File: src/pkg/tdc_pkg.sv
// Shared constants and types for the touch detect output controller.
`default_nettype none
package tdc_pkg;
    // ********************
    // Clock and timing
    // ********************
    localparam int unsigned CLK_HZ = 25_000_000;
    localparam int unsigned BURST_MS = 75;
    localparam int unsigned CONFIRM_MS = 18;
    localparam int unsigned PULSE_MS = 75;
    localparam int unsigned TONE_MS = 75;
    localparam int unsigned HEALTH_US = 350;
    localparam int unsigned TONE_HZ = 4000;
    localparam int unsigned TMO_SHORT_S = 10;
    localparam int unsigned TMO_LONG_S = 60;
    localparam int unsigned INTEG_LIMIT = 4;
    localparam int unsigned BURST_CYC = BURST_MS * (CLK_HZ / 1000);
    localparam int unsigned CONFIRM_CYC = CONFIRM_MS * (CLK_HZ / 1000);
    localparam int unsigned PULSE_CYC = PULSE_MS * (CLK_HZ / 1000);
    localparam int unsigned TONE_CYC = TONE_MS * (CLK_HZ / 1000);
    localparam int unsigned HEALTH_CYC = HEALTH_US * (CLK_HZ / 1_000_000);
    localparam int unsigned TONE_HALF_CYC = CLK_HZ / (2 * TONE_HZ);
    localparam int unsigned TMO_SHORT_CYC = TMO_SHORT_S * CLK_HZ;
    localparam int unsigned TMO_LONG_CYC = TMO_LONG_S * CLK_HZ;
    // ********************
    // Register map
    // ********************
    localparam logic [3:0] CTRL_OFS = 4'h0;
    localparam logic [3:0] STAT_OFS = 4'h4;
    localparam int unsigned CTRL_EN_BIT = 0;
    localparam logic CTRL_EN_RST = 1'b1;
    localparam int unsigned STAT_ACT_BIT = 0;
    localparam int unsigned STAT_CONF_BIT = 1;
    localparam int unsigned STAT_CNT_LSB = 2;
    localparam int unsigned STAT_MODE_LSB = 5;
    localparam int unsigned STAT_LONG_BIT = 7;
    // ********************
    // Types
    // ********************
    typedef enum logic [1:0] {SEQ_WAIT, SEQ_HEALTH, SEQ_ACQ} tdc_seq_t;
    typedef enum logic [1:0] {MODE_STEADY, MODE_TOGGLE, MODE_PULSE} tdc_mode_t;
endpackage
`default_nettype wire

File: src/logic/tdc_top.sv
// Touch detect output controller: integrator, burst timing, output modes, tone.
`timescale 1ns/100ps
`default_nettype none
// Behaviour
// - Integrator counts consecutive burst detections; output activates at four.
// - A burst without detection before the final count clears the integrator.
// - Bursts every 75ms; three confirmation bursts follow at 18ms.
// - No recalibration input; recalibration comes from power-up reset.
// - Option straps are captured once after power-up only.
// - Straps pick steady 10s, steady 60s, toggle 10s or pulse 10s.
// - Detection lasting past the timeout forces full recalibration.
// - Steady mode: active while detected or until timeout, then inactive.
// - Steady mode timeout is 10 or 60 seconds.
// - Toggle mode inverts the output on every new confirmed detection.
// - Toggle mode timeout is 10s and keeps the output state.
// - Pulse mode emits one 75ms active pulse per new detection.
// - Pulse mode timeout is fixed at 10 seconds.
// - Output polarity is a build-time choice; active level means detection.
// - Output floats 350us before every burst as a health pulse.
// - A 75ms piezo tone starts right after each new detection.
// - Tone drives both sense pins in anti-phase at 4kHz.
module tdc_top #(
    parameter bit ACTIVE_HIGH = 1'b0,
    parameter int unsigned BURST_CYC = tdc_pkg::BURST_CYC,
    parameter int unsigned CONFIRM_CYC = tdc_pkg::CONFIRM_CYC,
    parameter int unsigned PULSE_CYC = tdc_pkg::PULSE_CYC,
    parameter int unsigned TONE_CYC = tdc_pkg::TONE_CYC,
    parameter int unsigned HEALTH_CYC = tdc_pkg::HEALTH_CYC,
    parameter int unsigned TONE_HALF_CYC = tdc_pkg::TONE_HALF_CYC,
    parameter int unsigned TMO_SHORT_CYC = tdc_pkg::TMO_SHORT_CYC,
    parameter int unsigned TMO_LONG_CYC = tdc_pkg::TMO_LONG_CYC
) (
    input wire logic sys_clk, // System clock, 25 MHz.
    input wire logic srst, // Synchronous reset, stands for power-up.
    input wire logic option_strap_a, // First option strap.
    input wire logic option_strap_b, // Second option strap.
    input wire logic acq_done, // One-cycle end of burst from front end.
    input wire logic acq_detect, // Detect flag, valid with acq_done.
    output var logic burst_start, // One-cycle request to run a burst.
    output var logic recal, // One-cycle full recalibration request.
    output var logic out_o, // Output pin level.
    output var logic out_oe, // Output pin drive enable.
    output var logic sense_pin_a_o, // Sense pin A tone level.
    output var logic sense_pin_a_oe, // Sense pin A tone drive enable.
    output var logic sense_pin_b_o, // Sense pin B tone level.
    output var logic sense_pin_b_oe, // Sense pin B tone drive enable.
    input wire logic [3:0] avs_address, // Byte address.
    input wire logic avs_read, // Read request.
    input wire logic avs_write, // Write request.
    input wire logic [31:0] avs_writedata, // Write data.
    input wire logic [3:0] avs_byteenable, // Byte lanes.
    output var logic [31:0] avs_readdata, // Read data.
    output var logic avs_waitrequest // Stall until answer.
);
    localparam logic [2:0] LIMIT = 3'(tdc_pkg::INTEG_LIMIT);

    function automatic logic [31:0] dec(input logic [31:0] v);
        dec = (v == 32'h0) ? 32'h0 : v - 32'h1;
    endfunction

    // ********************
    // Bus slave
    // ********************
    logic wait_r, wait_nxt, en_r, en_nxt;
    logic [31:0] rdata_r, rdata_nxt, stat;
    tdc_pkg::tdc_seq_t st_r, st_nxt;
    tdc_pkg::tdc_mode_t mode_r, mode_nxt;
    logic [2:0] icnt_r, icnt_nxt;
    logic act_r, act_nxt, long_r, long_nxt, straps_r, straps_nxt;

    always_comb begin
        stat = 32'h0;
        stat[tdc_pkg::STAT_ACT_BIT] = act_r;
        stat[tdc_pkg::STAT_CONF_BIT] = (icnt_r == LIMIT);
        stat[tdc_pkg::STAT_CNT_LSB +: 3] = icnt_r;
        stat[tdc_pkg::STAT_MODE_LSB +: 2] = mode_r;
        stat[tdc_pkg::STAT_LONG_BIT] = long_r;
        wait_nxt = ~((avs_read | avs_write) & wait_r);
        en_nxt = en_r;
        rdata_nxt = rdata_r;
        if ((avs_read | avs_write) & wait_r) begin
            rdata_nxt = 32'h0;
            if (avs_read && avs_address == tdc_pkg::CTRL_OFS) begin
                rdata_nxt[tdc_pkg::CTRL_EN_BIT] = en_r;
            end else if (avs_read && avs_address == tdc_pkg::STAT_OFS) begin
                rdata_nxt = stat;
            end
        end
        if (avs_write && !wait_r && avs_address == tdc_pkg::CTRL_OFS && avs_byteenable[0]) begin
            en_nxt = avs_writedata[tdc_pkg::CTRL_EN_BIT];
        end
    end

    always_ff @(posedge sys_clk) begin
        if (srst) begin
            wait_r <= 1'b1;
            en_r <= tdc_pkg::CTRL_EN_RST;
            rdata_r <= 32'h0;
        end else begin
            wait_r <= wait_nxt;
            en_r <= en_nxt;
            rdata_r <= rdata_nxt;
        end
    end

    assign avs_waitrequest = wait_r;
    assign avs_readdata = rdata_r;

    // ********************
    // Sensing core
    // ********************
    logic [31:0] wcnt_r, wcnt_nxt, tcnt_r, tcnt_nxt, pcnt_r, pcnt_nxt;
    logic [31:0] tone_r, tone_nxt, half_r, half_nxt, tmo_lim;
    logic phase_r, phase_nxt, tone_on_r, tone_on_nxt;
    logic burst_nxt, recal_nxt, out_nxt, oe_nxt, new_det, tmo_hit;

    always_comb begin
        st_nxt = st_r;
        mode_nxt = mode_r;
        long_nxt = long_r;
        straps_nxt = straps_r;
        wcnt_nxt = wcnt_r;
        icnt_nxt = icnt_r;
        tcnt_nxt = tcnt_r;
        pcnt_nxt = pcnt_r;
        tone_nxt = tone_r;
        half_nxt = half_r;
        phase_nxt = phase_r;
        act_nxt = act_r;
        burst_nxt = 1'b0;
        recal_nxt = 1'b0;
        tmo_hit = 1'b0;
        tmo_lim = long_r ? TMO_LONG_CYC : TMO_SHORT_CYC;
        if (!straps_r) begin
            straps_nxt = 1'b1;
            recal_nxt = 1'b1;
            long_nxt = option_strap_a & ~option_strap_b;
            case ({option_strap_a, option_strap_b})
                2'b00: mode_nxt = tdc_pkg::MODE_TOGGLE;
                2'b01: mode_nxt = tdc_pkg::MODE_PULSE;
                default: mode_nxt = tdc_pkg::MODE_STEADY;
            endcase
        end
        if (st_r == tdc_pkg::SEQ_ACQ && acq_done) begin
            if (acq_detect) begin
                if (icnt_r < LIMIT) begin
                    icnt_nxt = icnt_r + 3'h1;
                end
            end else begin
                icnt_nxt = 3'h0;
            end
        end
        if (icnt_r == LIMIT) begin
            if (tcnt_r >= tmo_lim - 32'h1) begin
                tmo_hit = 1'b1;
                recal_nxt = 1'b1;
                icnt_nxt = 3'h0;
                tcnt_nxt = 32'h0;
            end else begin
                tcnt_nxt = tcnt_r + 32'h1;
            end
        end else begin
            tcnt_nxt = 32'h0;
        end
        new_det = (icnt_nxt == LIMIT) && (icnt_r != LIMIT);
        case (st_r)
            tdc_pkg::SEQ_WAIT: begin
                if (wcnt_r != 32'h0) begin
                    wcnt_nxt = dec(wcnt_r);
                end else if (en_r) begin
                    st_nxt = tdc_pkg::SEQ_HEALTH;
                    wcnt_nxt = HEALTH_CYC - 32'h1;
                end
            end
            tdc_pkg::SEQ_HEALTH: begin
                if (wcnt_r != 32'h0) begin
                    wcnt_nxt = dec(wcnt_r);
                end else begin
                    st_nxt = tdc_pkg::SEQ_ACQ;
                    burst_nxt = 1'b1;
                end
            end
            tdc_pkg::SEQ_ACQ: begin
                if (acq_done) begin
                    st_nxt = tdc_pkg::SEQ_WAIT;
                    if (icnt_nxt != 3'h0 && icnt_nxt < LIMIT) begin
                        wcnt_nxt = CONFIRM_CYC - HEALTH_CYC;
                    end else begin
                        wcnt_nxt = BURST_CYC - HEALTH_CYC;
                    end
                end
            end
            default: st_nxt = tdc_pkg::SEQ_WAIT;
        endcase
        case (mode_r)
            tdc_pkg::MODE_STEADY: act_nxt = (icnt_nxt == LIMIT);
            tdc_pkg::MODE_TOGGLE: begin
                if (new_det) begin
                    act_nxt = ~act_r;
                end
            end
            tdc_pkg::MODE_PULSE: begin
                if (new_det) begin
                    pcnt_nxt = PULSE_CYC - 32'h1;
                    act_nxt = 1'b1;
                end else if (pcnt_r != 32'h0) begin
                    pcnt_nxt = dec(pcnt_r);
                end else begin
                    act_nxt = 1'b0;
                end
            end
            default: act_nxt = 1'b0;
        endcase
        if (new_det) begin
            tone_nxt = TONE_CYC - 32'h1;
            half_nxt = TONE_HALF_CYC - 32'h1;
            phase_nxt = 1'b0;
        end else if (tone_r != 32'h0) begin
            tone_nxt = dec(tone_r);
            if (half_r == 32'h0) begin
                half_nxt = TONE_HALF_CYC - 32'h1;
                phase_nxt = ~phase_r;
            end else begin
                half_nxt = dec(half_r);
            end
        end
        tone_on_nxt = new_det | (tone_r > 32'h1);
        out_nxt = act_nxt ^ ~ACTIVE_HIGH;
        oe_nxt = (st_nxt != tdc_pkg::SEQ_HEALTH);
    end

    always_ff @(posedge sys_clk) begin
        if (srst) begin
            st_r <= tdc_pkg::SEQ_WAIT;
            mode_r <= tdc_pkg::MODE_STEADY;
            long_r <= 1'b0;
            straps_r <= 1'b0;
            wcnt_r <= 32'h0;
            icnt_r <= 3'h0;
            tcnt_r <= 32'h0;
            pcnt_r <= 32'h0;
            tone_r <= 32'h0;
            half_r <= 32'h0;
            phase_r <= 1'b0;
            tone_on_r <= 1'b0;
            act_r <= 1'b0;
            burst_start <= 1'b0;
            recal <= 1'b0;
            out_o <= ~ACTIVE_HIGH;
            out_oe <= 1'b1;
            sense_pin_a_o <= 1'b0;
            sense_pin_b_o <= 1'b1;
            sense_pin_a_oe <= 1'b0;
            sense_pin_b_oe <= 1'b0;
        end else begin
            st_r <= st_nxt;
            mode_r <= mode_nxt;
            long_r <= long_nxt;
            straps_r <= straps_nxt;
            wcnt_r <= wcnt_nxt;
            icnt_r <= icnt_nxt;
            tcnt_r <= tcnt_nxt;
            pcnt_r <= pcnt_nxt;
            tone_r <= tone_nxt;
            half_r <= half_nxt;
            phase_r <= phase_nxt;
            tone_on_r <= tone_on_nxt;
            act_r <= act_nxt;
            burst_start <= burst_nxt;
            recal <= recal_nxt;
            out_o <= out_nxt;
            out_oe <= oe_nxt;
            sense_pin_a_o <= phase_nxt;
            sense_pin_b_o <= ~phase_nxt;
            sense_pin_a_oe <= tone_on_nxt;
            sense_pin_b_oe <= tone_on_nxt;
        end
    end
endmodule
`default_nettype wire

File: config.mk
export PLATFORM = sky130hd
export DESIGN_NAME = tdc_top
export DESIGN_NICKNAME = d
export VERILOG_FILES = /design/src/pkg/tdc_pkg.sv /design/src/logic/tdc_top.sv
export SDC_FILE = /design/constraint.sdc
export NUM_CORES = 1
export LEC_CHECK = 0
export BUFFER_PORTS_ARGS = -buffer_cell sky130_fd_sc_hd__buf_2
export CAP_MARGIN = 20
export CORE_ASPECT_RATIO = 0.8
export CORE_UTILIZATION = 44
export CTS_BUF_LIST = sky130_fd_sc_hd__clkbuf_8 sky130_fd_sc_hd__clkbuf_16
export DETAILED_ROUTE_END_ITERATION = 8
export HOLD_SLACK_MARGIN = 0.12
export SLEW_MARGIN = 5
export SYNTH_ARGS = -nofsm -noshare
export SYNTH_HDL_FRONTEND = slang
export SYNTH_SLANG_ARGS = --single-unit
File: constraint.sdc
create_clock -name sys_clk -period 3.6 [get_ports sys_clk]
set_clock_uncertainty 0.1 [all_clocks]
set_input_delay 0.72 -clock sys_clk [delete_from_list [all_inputs] [get_ports sys_clk]]
set_output_delay 0.72 -clock sys_clk [all_outputs]
set_load 0.005 [all_outputs]
==> flow_metrics.tcl <==
set metrics [dict create \
    hold_violations 0 \
    min-delay-start "avs_readdata[0]" \
    power_frac_clock 0.158 \
    internal_power_uw 6889 \
    vias 8628 \
    syn2layout_area_growth_pct 10.41 \
    worstReg2RegStart "wcnt_r[0]" \
    final_antenna_net_count 0 \
    p_comb_frac 0.591 \
    synthTopCellsByCount "dfxtp_1 (187), nor2_1 (171), a21oi_1 (81)" \
    grt_pass1_vias 7707 \
    drtIter0Drc 610 \
    timing.fmax_mhz 307.0 \
    postCtsHoldBufs 0 \
    crit_fanout 14 \
    yosysWarnings 0 \
    clkSinkCount 187 \
    power_frac_seq 0.252 \
    row_count 48 \
    worstMarginPinSlew_ps 1067 \
    clkTransAtPathRegs_ps 70 \
    synth_seq_cells 187 \
    grt_start_max_net_pins 35 \
    pwr_density_cell_nw_per_um2 1178 \
    hold_path_class "register to register" \
    io_pins 89 \
    first_pass_iters 5 \
    crit_type "register to register" \
    cts_max_level 4 \
    antenna_found_initial 0 \
    clk_latency_ps 430 \
    critPathCaptureType "register" \
    io_buffers 30 \
    power_leakage_uw 0.004080 \
    cts_tree "done" \
    status "finished clean" \
    grt_use_total 0.2035 \
    slew_headroom 0.2862 \
    crit_start "wcnt_r[0]" \
    grt_pass1_wl_microns 38290 \
    cts.path.max_buffers 2 \
    syn_avg_cell_area_sq_um 8.185 \
    drc_errors 0 \
    ys_async_sr_fraction 0 \
    die_height_microns 136.0 \
    synth_largest_area_cell "dfxtp_1" \
    cts_setup_buffers 0 \
    power.switching_fraction 0.4638 \
    die-area_sq_um 23060 \
    synth_top_cell_area_share 0.3789 \
    viasPerCell 5.628 \
    rsz0062_at_grt "false" \
    synth_area_leaders "dfxtp_1 (38%), nor2_1 (6.5%), xnor2_1 (4.9%)" \
    fin_crit_sh 0.9047 \
    cts_resized 0 \
    yosysUniqueCellTypes 75 \
    worstPathRequired_ps 3820 \
    syn_area_sq_um 9879 \
    gp_congestion 0.8710 \
    fin_crit_ps 3257 \
    seq_area_frac_synth 0.3789 \
    synth_top_flop_cell "dfxtp_1" \
    vdd.ir_drop.worst_mv 0.8900 \
    synthMostInstantiatedCell "dfxtp_1" \
    setup_viol 0 \
    wire_per_inst_microns 15.05 \
    core_area_sq_um 21800 \
    grt_overflow 0 \
    worstSetupStartpointType "register" \
    layout-drive-gt1-share 0.09895 \
    drv_slew 0 \
    p_sw_uw 5960 \
    setup-tns-final_ps 0 \
    synth_cells 1207 \
    start_util 0.4532 \
    drt-total-wl_microns 23070 \
    die_width_microns 169.5 \
    clockRootBuffer "clkbuf_16" \
    postLayoutCoreUtil 0.5003 \
    drv_cap 0 \
    synth-edff-count 0 \
    critPathArrivalTime_ps 3480 \
    hpwl_microns 15830 \
    antenna_cells 0 \
    cts_made_buffers 17 \
    fin_nets 1297 \
]
==> worst max-delay path, stage by stage, from the launching register on <==
cell     delay [ps]
dfxtp_1         350
inv_1           120
ha_1            150
or4b_2          660
or4_1           500
nor4_4          420
nor2_1          350
and3_1          270
nor4_1          230
==> layer usage <==
| layer | vias to the layer above | wire [microns] | global-route usage |
|---|---|---|---|
| li1 | 4373 | - | - |
| met1 | 4036 | 12040 | 0.2907 |
| met2 | 196 | 9606 | 0.3086 |
| met3 | 23 | 1137 | 0.04396 |
| met4 | 0 | 291 | 0.05205 |
| met5 | - | 0 | 0 |
==> kinds of logic after synthesis <==
family / after synthesis / share of synthesized area
other: 1 / 0.0003796
buffers and inverters: 107 / 0.05395
xor gates and xnor gates: 92 / 0.08156
and+or+nand+nor: 554 / 0.2919
muxes: 4 / 0.005446
adders and majority gates: 28 / 0.03546
AOI/OAI and AO/OA: 234 / 0.1524
DFF: 187 / 0.3789
==> power groups by stage <==
| stage | Combinational [uW] | Clock, uW | Sequential, uW |
|---|---|---|---|
| detailed placement | 7490 | 0 | 3250 |
| finish | 7590 | 2030 | 3230 |
| CTS | 7540 | 2070 | 3220 |
| global placement | 7430 | 0 | 3240 |
| global route | 8510 | 2160 | 3330 |
| floorplan | 5960 | 0 | 3100 |
==> state kept, by name, indices dropped and copies added, names as in the netlist, 2 cells and up <==
register / cells
avs_readdata: 8
half_r: 32
wcnt_r: 32
icnt_r: 3
st_r: 2
pcnt_r: 32
tone_r: 32
tcnt_r: 32
mode_r: 2
==> layout make-up <==
| class | instances | area, sq um |
|---|---|---|
| fillers | 2100 | 10890 |
| multi-input cells | 936 | 5703 |
| flip-flops and latches | 187 | 3744 |
| clock buffers | 20 | 466.7 |
| well taps | 300 | 375.4 |
| repair buffers | 58 | 372.9 |
| clock inverters | 11 | 167.7 |
| inverters | 21 | 78.83 |
==> metrics by stage <==
| stage | hold slack [ps] | instances | cell area (sq um) | setup WS [ps] | power [uW] |
|---|---|---|---|---|---|
| global placement | 341.9 | 1502 | 10270 | 518.6 | 10670 |
| floorplan | 326.4 | 1230 | 9966 | 620.1 | 9053 |
| finish | 354.3 | 1533 | 10910 | 343.0 | 12850 |
| global route | 373.8 | 1533 | 10910 | 72.68 | 14000 |
| CTS | 354.1 | 1533 | 10910 | 339.5 | 12830 |
| detailed placement | 345.0 | 1502 | 10270 | 382.1 | 10740 |
==> worst paths after layout <==
kind / endpoint / slack (ps) / cells after the start
setup / recovery: wcnt_r[14] / 340 / 8
hold / removal: avs_readdata[0] / 350 / 2
setup reg to reg: wcnt_r[14] / 340 / 8
hold reg to reg: avs_readdata[0] / 350 / 2
==> cell usage in the layout (no fill, tap or decap), types with 8 or more instances in the layout <==
cell | netlist | layout
dfxtp_1 | 187 | 187
nor2_1 | 171 | 171
a21oi_1 | 81 | 81
nand2_1 | 78 | 78
nor3_1 | 69 | 69
xnor2_1 | 55 | 55
nor4_1 | 50 | 50
o21ai_0 | 38 | 38
xor2_1 | 37 | 37
buf_2 | 6 | 30
nand3_1 | 28 | 28
ha_1 | 28 | 28
or4_1 | 27 | 27
buf_4 | 27 | 27
conb_1 | 1 | 24
inv_1 | 21 | 21
nand4_1 | 21 | 21
or3_1 | 19 | 19
a31oi_1 | 17 | 17
clkbuf_16 | 0 | 17
and3_1 | 15 | 15
nand2b_1 | 12 | 12
o31ai_1 | 12 | 11
a211oi_1 | 11 | 11
or2_2 | 10 | 10
a22oi_1 | 10 | 10
a311oi_1 | 9 | 9
and4_1 | 8 | 8
No activity file was read; power rests on OpenSTA's default activity.
